`config.mk`:
```
export PLATFORM = sky130hd
export DESIGN_NAME = rsc_config_bank
export DESIGN_NICKNAME = d
export VERILOG_FILES = /design/src/pkg/rsc_pkg.sv /design/src/design/rsc_config_bank.sv
export SDC_FILE = /design/constraint.sdc
export NUM_CORES = 1
export LEC_CHECK = 0
export ABC_CLOCK_PERIOD_IN_PS = 5800
export BUFFER_PORTS_ARGS = -buffer_cell sky130_fd_sc_hd__buf_2
export CAP_MARGIN = 20
export CORE_MARGIN = 10
export CORE_UTILIZATION = 55
export DETAILED_ROUTE_END_ITERATION = 10
export GPL_TIMING_DRIVEN = 0
export PLACE_DENSITY = 0.69
export SETUP_SLACK_MARGIN = 0.1
export SYNTH_ARGS = -nofsm -noshare
export SYNTH_HDL_FRONTEND = slang
export SYNTH_SLANG_ARGS = --single-unit
```
`constraint.sdc`:
```
create_clock -name clk -period 5.8 [get_ports clk]
set_clock_uncertainty 0.2 [all_clocks]
set_input_delay 0.58 -clock clk [delete_from_list [all_inputs] [get_ports clk]]
set_output_delay 0.58 -clock clk [all_outputs]
set_load 0.03 [all_outputs]
```
`src/pkg/rsc_pkg.sv`:
```
// Constants for the range and sequencer configuration bank.
// Assumes 16-bit host words: bit 15 write flag, [14:9] address, [8:0] data.
package rsc_pkg;
  localparam int          WORD_W        = 16;
  localparam int          ENTRY_COUNT   = 32;
  localparam int          DEFAULT_PAIRS = 8;
  // Host word layout
  localparam int          WORD_WRITE_BIT = 15;
  localparam int          ADDR_MSB       = 15;
  localparam int          ADDR_LSB       = 9;
  localparam int          STACK_SEL_BIT  = 14;
  localparam int          RESERVED_BIT   = 8;
  // Register offsets (six-bit address in [14:9])
  localparam logic [5:0]  ADDR_A_RANGE_HIGH = 6'h05;
  localparam logic [5:0]  ADDR_B_RANGE_LOW  = 6'h06;
  localparam logic [5:0]  ADDR_B_RANGE_HIGH = 6'h07;
  localparam logic [5:0]  ADDR_STACK_FIRST  = 6'h20;
  localparam logic [5:0]  ADDR_STACK_LAST   = 6'h3F;
  // Reset values
  localparam logic [7:0]  RANGE_RESET   = 8'hFF;
  localparam logic [1:0]  RANGE_FIELD_RESET = 2'h3;
  localparam logic [8:0]  ENTRY_RESET   = 9'h000;
  // Entry fields
  localparam int          END_BIT       = 8;
  localparam int          B_SEL_LSB     = 4;
  localparam int          A_SEL_LSB     = 0;
  // Input select and range codes
  localparam logic [3:0]  SEL_SUPPLY    = 4'h8;
  localparam logic [3:0]  SEL_REGULATOR = 4'h9;
  localparam logic [3:0]  SEL_SELF_TEST = 4'hB;
  localparam logic [1:0]  RANGE_10V     = 2'h0;
  localparam logic [1:0]  RANGE_2V5     = 2'h1;
  localparam logic [1:0]  RANGE_5V      = 2'h2;
  localparam logic [1:0]  RANGE_10V_ALT = 2'h3;
  localparam logic [15:0] TEST_WORD_A   = 16'hAAAA;
  localparam logic [15:0] TEST_WORD_B   = 16'h5555;
endpackage

```
`src/design/rsc_config_bank.sv`:
```
// Range registers and 32-entry sequencer stack for a dual sampling ADC.
// Assumes host words arrive synchronous to clk, one per host_word_valid.
// How it works
// RQ1: Two-bit range codes: 00/11 10V, 01 2V5, 10 5V.
// RQ2: Every range field resets to three.
// RQ3: Lowest group input in [1:0], then [3:2], [5:4].
// RQ4: B low range register at 0x06, reset 0x00FF.
// RQ5: B high range register at 0x07, reset 0x00FF.
// RQ6: Word [15:9] address, bit 8 reserved zero; the code decodes the address from [14:9] and takes bit 15 as the write flag.
// RQ7: Address bit five selects one of 32 stack entries.
// RQ8: Stack at 0x20..0x3F, default pattern else zero.
// RQ9: Each entry names an A and B input pair.
// RQ10: Sequencer starts at first entry, wraps after 32nd.
// RQ11: End bit set returns sequencer to first entry.
// RQ12: Default entries pair inputs zero through seven.
// RQ13: Full and partial reset reinitialise the stack.
// RQ14: Entry [7:4] B select, [3:0] A select.
// RQ15: Select 1011 yields 0xAAAA on A, 0x5555 on B.
// RQ16: First eight entries default, eighth marked end.
// RQ17: Fourth range field sits in bits 7 and 6.
// RQ18: Pointer advances one per completed pair conversion.
`timescale 1ns/1ns
`default_nettype none
module rsc_config_bank
  import rsc_pkg::*;
(
  input  wire logic        clk,
  input  wire logic        reset_n,
  input  wire logic        partial_reset,
  input  wire logic        host_word_valid,
  input  wire logic [15:0] host_word,
  input  wire logic        pair_done,
  output logic             read_valid,
  output logic [15:0]      read_word,
  output logic [7:0]       a_range_high_inputs,
  output logic [7:0]       b_range_low_inputs,
  output logic [7:0]       b_range_high_inputs,
  output logic [4:0]       entry_pointer,
  output logic [3:0]       a_side_input_select,
  output logic [3:0]       b_side_input_select,
  output logic             sequence_last_entry_flag,
  output logic [1:0]       b_current_range,
  output logic [15:0]      a_test_word,
  output logic [15:0]      b_test_word
);

  ////////////////////////////////////////////////////////////////////////////
  // Word decode

  wire        clear_all = !reset_n || partial_reset;
  wire [5:0]  word_addr = host_word[14:ADDR_LSB];
  wire        word_wr   = host_word_valid && host_word[WORD_WRITE_BIT];
  wire        word_rd   = host_word_valid && !host_word[WORD_WRITE_BIT];
  wire        stack_hit = host_word[STACK_SEL_BIT];                 // [RQ7]
  wire [4:0]  stack_idx = host_word[13:ADDR_LSB];
  wire        wr_a_high = word_wr && (word_addr == ADDR_A_RANGE_HIGH);
  wire        wr_b_low  = word_wr && (word_addr == ADDR_B_RANGE_LOW);  // [RQ4]
  wire        wr_b_high = word_wr && (word_addr == ADDR_B_RANGE_HIGH); // [RQ5]
  wire        wr_stack  = word_wr && stack_hit;                      // [RQ8]

  ////////////////////////////////////////////////////////////////////////////
  // Sequencer stack storage

  logic [8:0] stack_mem [ENTRY_COUNT];

  genvar gi;
  generate
    for (gi = 0; gi < ENTRY_COUNT; gi++)
    begin : g_entry
      // Entries 0..7 pair equal inputs, entry 7 closes the loop
      localparam logic [3:0] IDX = 4'(gi);
      localparam logic [8:0] DEF = (gi < DEFAULT_PAIRS) ?
        {(gi == DEFAULT_PAIRS - 1), IDX, IDX} : ENTRY_RESET; // [RQ12] [RQ16]
      always_ff @(posedge clk)
      begin
        if (clear_all)
          stack_mem[gi] <= DEF;                                  // [RQ13]
        else if (wr_stack && stack_idx == 5'(gi))
          stack_mem[gi] <= host_word[8:0];
      end
    end
  endgenerate

  ////////////////////////////////////////////////////////////////////////////
  // Range registers

  always_ff @(posedge clk)
  begin
    if (clear_all)
    begin
      a_range_high_inputs <= RANGE_RESET;                           // [RQ2]
      b_range_low_inputs  <= RANGE_RESET;
      b_range_high_inputs <= RANGE_RESET;
    end
    else
    begin
      if (wr_a_high)
        a_range_high_inputs <= host_word[7:0];
      if (wr_b_low)
        b_range_low_inputs <= host_word[7:0];                       // [RQ4]
      if (wr_b_high)
        b_range_high_inputs <= host_word[7:0];                      // [RQ5]
    end
  end

  ////////////////////////////////////////////////////////////////////////////
  // Read path

  wire [7:0] rd_range =
    (word_addr == ADDR_A_RANGE_HIGH) ? a_range_high_inputs :
    (word_addr == ADDR_B_RANGE_LOW)  ? b_range_low_inputs  :
    (word_addr == ADDR_B_RANGE_HIGH) ? b_range_high_inputs : 8'h00;
  // Bit 8 of range words is reserved and reads zero
  wire [8:0] rd_data = stack_hit ? stack_mem[stack_idx] : {1'b0, rd_range};

  always_ff @(posedge clk)
  begin
    if (!reset_n)
    begin
      read_valid <= 1'b0;
      read_word  <= 16'h0000;
    end
    else
    begin
      read_valid <= word_rd;
      if (word_rd)
        read_word <= {1'b0, word_addr, rd_data};                    // [RQ6]
    end
  end

  ////////////////////////////////////////////////////////////////////////////
  // Sequencer pointer and current pair

  wire [8:0] cur_entry = stack_mem[entry_pointer];
  wire       cur_last  = cur_entry[END_BIT];
  wire [3:0] cur_a     = cur_entry[3:A_SEL_LSB];                    // [RQ14]
  wire [3:0] cur_b     = cur_entry[7:B_SEL_LSB];                    // [RQ9]
  // Wraps to zero naturally after entry 31
  wire [4:0] next_pointer = cur_last ? 5'h00 :                      // [RQ11]
                            5'(entry_pointer + 5'h01);              // [RQ10]
  wire [7:0] b_group = cur_b[2] ? b_range_high_inputs : b_range_low_inputs;
  // Range field k of a group sits at [2k+1:2k]
  wire [1:0] b_field = b_group[{cur_b[1:0], 1'b0} +: 2];     // [RQ3] [RQ17]

  always_ff @(posedge clk)
  begin
    if (clear_all)
      entry_pointer <= 5'h00;                                       // [RQ10]
    else if (pair_done)
      entry_pointer <= next_pointer;                                // [RQ18]
  end

  always_ff @(posedge clk)
  begin
    if (clear_all)
    begin
      a_side_input_select      <= 4'h0;
      b_side_input_select      <= 4'h0;
      sequence_last_entry_flag <= 1'b0;
      b_current_range          <= RANGE_FIELD_RESET;
      a_test_word              <= 16'h0000;
      b_test_word              <= 16'h0000;
    end
    else
    begin
      a_side_input_select      <= cur_a;                            // [RQ9]
      b_side_input_select      <= cur_b;
      sequence_last_entry_flag <= cur_last;
      // Only analog inputs carry a range; monitors keep the 10 V code
      b_current_range <= cur_b[3] ? RANGE_10V_ALT : b_field;        // [RQ1]
      a_test_word <= (cur_a == SEL_SELF_TEST) ?                     // [RQ15]
                     TEST_WORD_A : 16'h0000;
      b_test_word <= (cur_b == SEL_SELF_TEST) ?                     // [RQ15]
                     TEST_WORD_B : 16'h0000;
    end
  end
endmodule
`default_nettype wire

```
After elaboration in Yosys (flattened, before gate mapping)
Memories as Yosys holds them, arrays and structs flattened. A register that Yosys moved wholly into a read port is not among the register bits.
Cells that the tools add are included.

operators by class
  add/sub/neg operators = 1
  multiply operators = 0
  div/mod/pow operators = 0
  $lt $le $gt $ge = 0
  equality and inequality tests = 36
  shifts and indexed selects = 1
  multiplexer cells = 140
  bitwise gates (word level) = 32
  reductions and logical operators = 43

operators with widths
  operator                                             count
  two-way mux 9 bit                                    33
  two-way mux 1 bit                                    98
  equality test 5 bit, second input constant           16
  equality test 5 x 4 -> 1 bit, second input constant  8
  logical AND 1 bit                                    38
  two-way mux 8 bit                                    4
  bitwise OR 1 bit                                     32
  equality test 5 x 3 -> 1 bit, second input constant  4
  equality test 6 x 3 -> 1 bit, second input constant  3
  two-way mux 16 bit                                   1
  two-way mux 15 bit                                   1
  two-way mux 5 bit                                    3
  equality test 5 x 2 -> 1 bit, second input constant  2
  equality test 4 bit, second input constant           2
  variable part select 8 x 4 -> 2 bit                  1
  adder 5 x 1 -> 5 bit, second input constant          1
  equality test 5 x 1 -> 1 bit, second input constant  1
  zero test 5 bit                                      1
  zero test 1 bit                                      2
  OR reduction 2 bit                                   1
  logical OR 1 bit                                     1

word-level totals
  register bits after elaboration = 88
  latch bits = 0
  bits in writable memories = 288
  ROM bits = 0
  memories kept = 1

memory list
  memory     words  width  read ports  clocked after memory_dff  write ports  RTL line               source
  stack_mem  32     9      2           1                         32           rsc_config_bank.sv:64  logic [8:0] stack_mem [ENTRY_COUNT];

Longest topological paths before layout
Gate-level depths: netlist (run 1).

  word-level depth = 7
  mapped depth = 12
  gate-level depth less buffers = 7

Worst setup path before layout (run 1)
No wires, ideal clock.

  path type = input -> register
  start point = input port host_word[12]
  end point = memory stack_mem[15][0], enable pin
  setup time = 387 ps
  data arrival time = 2425 ps
  slack = 2788 ps
  cell stages on the path = 5
  buffers on the path = 3
  path through = clkbuf_1 > clkbuf_1 > buf_1 > nand4_1 > o21ai_0

RTL lines
  item             RTL line               source
  start, declared  rsc_config_bank.sv:31  input wire logic [15:0] host_word,
  end, declared    rsc_config_bank.sv:64

==> metrics.txt, run 1 <==
post-CTS setup buffer count 0; upper clock frequency limit 253.2 MHz; die span in y 202.6 um; cell at the root of the clock tree sky130_fd_sc_hd__clkbuf_16; CTS H-Tree Depth 2; initial core utilization 0.5611; DRT antenna net count 0; number of global-route vias before repair 12600; setup slack on the worst flop-to-flop path 2.07 ns; number of buffers between clock root and the deepest sink 3; setup total negative slack 0 ns; die outline width 202.6 um; placed instance count 1879; Final setup violation count 0; detailed-route wire length per cell 30.27 um; area of the core 32700 sq um; final cycle utilization of the critical path 0.6808; share of cells above drive strength 1 0.2661; area of the die 41070 sq um; detailed-routing iteration count for the pre-antenna-repair pass 6; setup repair after global routing missed its margin false; Worst setup EP type flip-flop; Critical R2R Capture a_test_word[13]; largest net degree at the start of global routing 14; cells resized by post-CTS repair 0; overall power 5.838 mW; TritonCTS Sinks 351; count of input and output buffers 84; result of the run completed; global placer's final weighted congestion 0.9575; fraction of registers with async set/reset 0; average footprint of a synthesized cell 13.98 sq um; clock transition at the registers of the reported paths 0.05 ns; top_reg_cell synth sky130_fd_sc_hd__edfxtp_1; pwr dens 281.3 nW/um^2; kind of launch point of the worst setup path primary input; path type of the worst setup path primary input to flip-flop; Final Slew Violations 0; GRT Residual Overflow 0; cell area after synthesis 18350 sq um; Antenna diodes 0; number of warnings issued by yosys 0; half-perimeter wire length of the detailed placement result 43.97 mm; Site Rows 66; post-layout minimum cycle time 3.949 ns; normalized max-slew margin 0.2531; required time of the critical path 5.74 ns; via count of the routed design 12770; layout net count 1501; crit path setup slack, layout 1.851 ns; clock buffer count from CTS 39; clock tree from TritonCTS yes; CP max FO 10; Crit. Startpoint host_word[12]; flops & latches, synth 351; most used cells in the layout excluding fill and tap cells 288 x sky130_fd_sc_hd__edfxtp_1, 269 x sky130_fd_sc_hd__and2_1, 160 x sky130_fd_sc_hd__mux4_2; type of the tightest min-delay check primary input to flip-flop; sequential element share of the synthesized area 0.5401; count of flip-flops with a built-in enable after synthesis 288; wire length of the first global-routing pass 84.81 mm; final non-filler cell total 1949; clock network latency to the later pin of the worst-skew pair 0.53 ns; Post-Syn Instances 1312; post-synth cell types 47; Hold Worst Slack 0.1721 ns; WP data arrival 3.89 ns; number of cells on the worst reg-to-reg path 10; number of top-level pins 110; GRT Resource Usage Total 0.2833; P&R area growth vs syn 13.11%; Max-cap violations 0; worst slack after detailed placement 1.477 ns; Worst Tran Pin Value 1.113 ns; count of endpoints failing hold in the final timing report 0; leak pwr 7.703 nW; end point of the critical path stack_mem[30][2]; starting DRC count in detailed routing 1739; number of remaining DRC errors 0; total routed wirelength 59.00 mm; largest voltage drop on the vdd net 0.0002470 V; number of buffers inserted by hold repair at cts 0; antenna violations before repair 2; vias per cell 6.550; most common cell after layout, fill and taps aside sky130_fd_sc_hd__edfxtp_1
[critical path: stages]
cell                       delay, ns
sky130_fd_sc_hd__clkbuf_1       0.57
sky130_fd_sc_hd__clkbuf_1       0.75
sky130_fd_sc_hd__buf_1          0.62
sky130_fd_sc_hd__nand3_1        0.39
sky130_fd_sc_hd__o21ai_1        0.96
[synthesized netlist by cell type, types with 2 or more instances]
cell type                    n  area share
sky130_fd_sc_hd__buf_2      21      0.0057
sky130_fd_sc_hd__o21ai_0    52       0.014
sky130_fd_sc_hd__nor3_1      3     0.00082
sky130_fd_sc_hd__nand3_1    53       0.014
sky130_fd_sc_hd__a31oi_1     6      0.0020
sky130_fd_sc_hd__a221oi_1    3      0.0014
sky130_fd_sc_hd__inv_1       2     0.00041
sky130_fd_sc_hd__dfxtp_1    63       0.069
sky130_fd_sc_hd__buf_4      36       0.015
sky130_fd_sc_hd__nand2b_1    3      0.0010
sky130_fd_sc_hd__a21oi_1    14      0.0038
sky130_fd_sc_hd__a22oi_1     8      0.0033
sky130_fd_sc_hd__mux2_2      6      0.0037
sky130_fd_sc_hd__edfxtp_1  288        0.47
sky130_fd_sc_hd__or3_1      26      0.0089
sky130_fd_sc_hd__nor2_1     51       0.010
sky130_fd_sc_hd__xor2_1      3      0.0014
sky130_fd_sc_hd__a21boi_0    6      0.0025
sky130_fd_sc_hd__nor2b_1     9      0.0031
sky130_fd_sc_hd__and3_1      4      0.0014
sky130_fd_sc_hd__and2_1    269       0.092
sky130_fd_sc_hd__nand4_1     4      0.0014
sky130_fd_sc_hd__o221ai_1    2     0.00095
sky130_fd_sc_hd__a41o_1      2      0.0011
sky130_fd_sc_hd__nand2_1    85       0.017
sky130_fd_sc_hd__clkbuf_1   64       0.013
sky130_fd_sc_hd__mux2i_4     2      0.0025
sky130_fd_sc_hd__buf_1       6      0.0012
sky130_fd_sc_hd__or2_2       2     0.00068
sky130_fd_sc_hd__and2b_1     3      0.0012
sky130_fd_sc_hd__buf_6       8      0.0049
sky130_fd_sc_hd__mux4_2    160        0.20
sky130_fd_sc_hd__mux4_1     10       0.014
sky130_fd_sc_hd__mux2i_1    25       0.014
[how the worst min path moves through the flow]
stage          depth (start not counted)  slack [ns]            end     startpoint
2_1_floorplan                          2        0.39  read_word[14]  read_word[14]
3_3_place_gp                           2        0.25  read_word[10]  read_word[10]
3_5_place_dp                           2        0.26  read_word[10]  read_word[10]
4_1_cts                                3        0.15   read_word[4]        reset_n
5_1_grt                                2        0.19  read_word[14]        reset_n
6_report                               3        0.17   read_word[4]        reset_n
[per-layer routing]
layer	global-route usage	routed length, um	share of wire
met1	0.3603	21340	0.36
met2	0.4490	27500	0.47
met3	0.06751	6889	0.12
met4	0.1410	3270	0.055
met5	0	0	0
[sequential cells by signal, summed over array words and instances (netlist names), 4 cells and up, named ones only]
register / cells
entry_pointer: 5
a_range_high_inputs: 8
stack_mem: 288
b_side_input_select: 4
b_range_high_inputs: 8
a_side_input_select: 4
read_word: 15
b_range_low_inputs: 8
[logic make-up (layout without fill, tap and decap cells)]
family          Yosys count  after routing  synth area share
simple gates            515            515            0.1538
buf+inv                 138            317           0.04092
compound gates           99             99           0.03185
fa+ha+maj                 1              1         0.0006818
xor+xnor                  4              4          0.001910
flops                   351            351            0.5401
mux                     203            203            0.2305
other cells               1             17         0.0002044
[through the flow]
step	utilization	area, sq um
final	0.6346	20750
after floorplan	-	18410
after global routing	0.6346	20750
after global placement	0.5927	19380
after CTS	0.6344	20750
after detailed placement	0.5983	19570
[power by group]
part           internal, mW  switching, mW
sequential             2.84         0.0613
combinational         0.246          0.365
clock                  1.34          0.989
total                  4.42           1.42
[layout make-up]
type	instances	area, sq um
buffer	136	743.2
clock buffer	53	1075
clock inverter	16	105.1
fill	2468	11950
inverter	2	7.507
multi-input combinational	839	7747
sequential	351	9910
tap	442	553.0
timing repair buffer	110	613.1
(Power assumes the default switching activity.)
==> run 2: changes to the inputs <==
--- a/config.mk
+++ b/config.mk
@@ -5,14 +5,14 @@
 export SDC_FILE = /design/constraint.sdc
 export NUM_CORES = 1
 export LEC_CHECK = 0
-export ABC_CLOCK_PERIOD_IN_PS = 5800
+export ABC_CLOCK_PERIOD_IN_PS = 3400
 export BUFFER_PORTS_ARGS = -buffer_cell sky130_fd_sc_hd__buf_2
 export CAP_MARGIN = 20
 export CORE_MARGIN = 10
 export CORE_UTILIZATION = 55
 export DETAILED_ROUTE_END_ITERATION = 10
 export GPL_TIMING_DRIVEN = 0
-export PLACE_DENSITY = 0.69
+export PLACE_DENSITY = 0.72
 export SETUP_SLACK_MARGIN = 0.1
 export SYNTH_ARGS = -nofsm -noshare
 export SYNTH_HDL_FRONTEND = slang
==> constraint.sdc (replaced) <==
create_clock -name clk -period 3.4 [get_ports clk]
set_clock_uncertainty 0.2 [all_clocks]
set_input_delay 0.34 -clock clk [delete_from_list [all_inputs] [get_ports clk]]
set_output_delay 0.34 -clock clk [all_outputs]
set_load 0.03 [all_outputs]
==> run 2 against run 1 <==
Via count grew 1.3%. Worst hold slack lost 0.12 ns. Routed wire length down 0.25%. Flip-flop and latch count unchanged. Sequential power up 71%. Setup slack lost 1.8 ns. Sequential share of layout area down 0.28 points. Power rose by 71%. Die area is the same. Final cell count about the same. Largest cell class unchanged.
==> metrics.txt, run 2 (synthesized netlist as in run 1, its figures left out) <==
wire length of the first global-routing pass 85.56 mm; clock buffer count from CTS 38; highest-utilization routing layer at the global route stage met2; area of the core 32700 sq um; list of cells traversed by the critical path buf_6 -> buf_8 -> buf_6 -> buf_6 -> buf_4 -> mux4_2 -> mux4_2 -> mux2i_2 -> nor2_1 -> nand3_1 -> nor2_1; most used cells in the layout excluding fill and tap cells 288 x sky130_fd_sc_hd__edfxtp_1, 269 x sky130_fd_sc_hd__and2_1, 160 x sky130_fd_sc_hd__mux4_2; crit-path most repeated cell sky130_fd_sc_hd__buf_6; normalized max-slew margin 0.1731; placed instance count 1880; TritonCTS Sinks 351; Largest register FFs 288; final non-filler cell total 1950; overall power 9.960 mW; number of global-route vias before repair 12840; antenna violations before repair 3; type of the tightest min-delay check primary input to flip-flop; vias per cell 6.634; CTS H-Tree Depth 2; number of top-level pins 110; layout net count 1504; detailed-route wire length per cell 30.18 um; Hold Worst Slack 0.04818 ns; clock transition at the registers of the reported paths 0.06 ns; upper clock frequency limit 302.8 MHz; global placer's final weighted congestion 0.9656; WP data arrival 3.51 ns; CP max FO 10; GRT Residual Overflow 0; die span in y 202.6 um; largest net degree at the start of global routing 14; final cycle utilization of the critical path 0.9714; initial core utilization 0.5611; pwr dens 477.1 nW/um^2; number of remaining DRC errors 0; Max stage delay on crit path 0.54 ns; Worst Tran Pin Value 1.240 ns; Worst setup EP type flip-flop; met3 capacity usage during global routing 0.06623; half-perimeter wire length of the detailed placement result 43.94 mm; setup repair after global routing missed its margin false; Final Slew Violations 0; leak pwr 7.748 nW; routing usage on met1 0.3686; DRT antenna net count 0; highest-delay cell along the critical path sky130_fd_sc_hd__mux4_2; via count of the routed design 12940; die outline width 202.6 um; result of the run completed; number of buffers between clock root and the deepest sink 3; worst slack after detailed placement -0.5215 ns; kind of launch point of the worst setup path flip-flop; largest voltage drop on the vdd net 0.0003732 V; cell at the root of the clock tree sky130_fd_sc_hd__clkbuf_16; crit path setup slack, layout 0.09720 ns; Final setup violation count 0; clock network latency to the later pin of the worst-skew pair 0.54 ns; GRT Resource Usage Total 0.2845; filler instances 2444; count of input and output buffers 84; Regs by FF count stack_mem: 288 flops, read_word: 15 flops; share of cells above drive strength 1 0.2739; most common cell after layout, fill and taps aside sky130_fd_sc_hd__edfxtp_1; post-CTS setup buffer count 0; Site Rows 66; P&R area growth vs syn 13.78%; clock tree from TritonCTS yes; post-layout minimum cycle time 3.303 ns; total routed wirelength 58.85 mm; starting DRC count in detailed routing 1958; Max-cap violations 0; global routing met2 resource utilization 0.4409; Biggest register stack_mem; Antenna diodes 0; count of endpoints failing hold in the final timing report 0; required time of the critical path 3.61 ns; detailed-routing iteration count for the pre-antenna-repair pass 5; path type of the worst setup path flip-flop to flip-flop; area of the die 41070 sq um
## run 2: changes by cell type in the layout (fill, tap and decap cells not counted), sizes merged
cell,change
clkbuf,+1
dlygate4sd3,+4
buf,-1
clkinvlp,-1
bufinv,-1
clkinv,-1
## run 2: timing repair
action / in CTS / in global routing
hold endpoints to repair: 12 / 0
pin swaps: 0 / 0
hold buffers: 4 / 0
cloned: 0 / 0
endpoints found under the setup margin: 46 / 33
gates resized for setup: 9 / 12
## run 2: layout make-up
class                   instances  area, sq um  area share
flip-flops and latches        351         9910      0.4747
multi-input cells             839         7807      0.3740
clock buffers                  53         1100     0.05268
plain buffers                 136        758.2     0.03632
repair buffers                114        659.4     0.03159
well taps                     442        553.0     0.02649
clock inverters                13        81.33    0.003896
inverters                       2        7.507   0.0003596
## run 2: worst paths after layout
| path | start | endpoint | slack, ns | cells past startpoint |
|---|---|---|---|---|
| worst min-delay path | host_word[7] | stack_mem[22][7] | 0.05 | 2 |
| worst max register to register | flip-flop | a_test_word[13] | 0.1 | 11 |
| worst max-delay path | flip-flop | a_test_word[13] | 0.1 | 11 |
| worst min register to register | read_word[9] | read_word[9] | 0.26 | 2 |
## run 2: stage by stage
| step | area (sq um) | TNS, ns | utilization |
|---|---|---|---|
| finish | 20880 | 0 | 0.6384 |
| global route | 20880 | 0 | 0.6384 |
| CTS | 20830 | 0 | 0.6369 |
| detailed placement | 19580 | -61.26 | 0.5988 |
| global placement | 19380 | -210.10 | 0.5927 |
| floorplan | 18410 | 0 | - |
## run 2: power breakdown
part           leakage [nW]  switching, mW  internal (mW)  total [mW]
sequential             3.60          0.109           4.84        4.95
clock                 0.583           1.70           2.26        3.96
combinational          3.56          0.624          0.426        1.05
total                  7.75           2.44           7.52        9.96
## run 2: critical path: cells and delay by family, from the launching register on
kind	cells	cell delay [ns]
buffers and inverters	5	1.10
DFF	1	0.33
muxes	3	1.24
and+or+nand+nor	3	0.26
## run 2: routing by layer
metal,wire [um],share of wire
met2,26770,0.45
met5,0,0
met3,7331,0.12
met4,3411,0.058
met1,21340,0.36
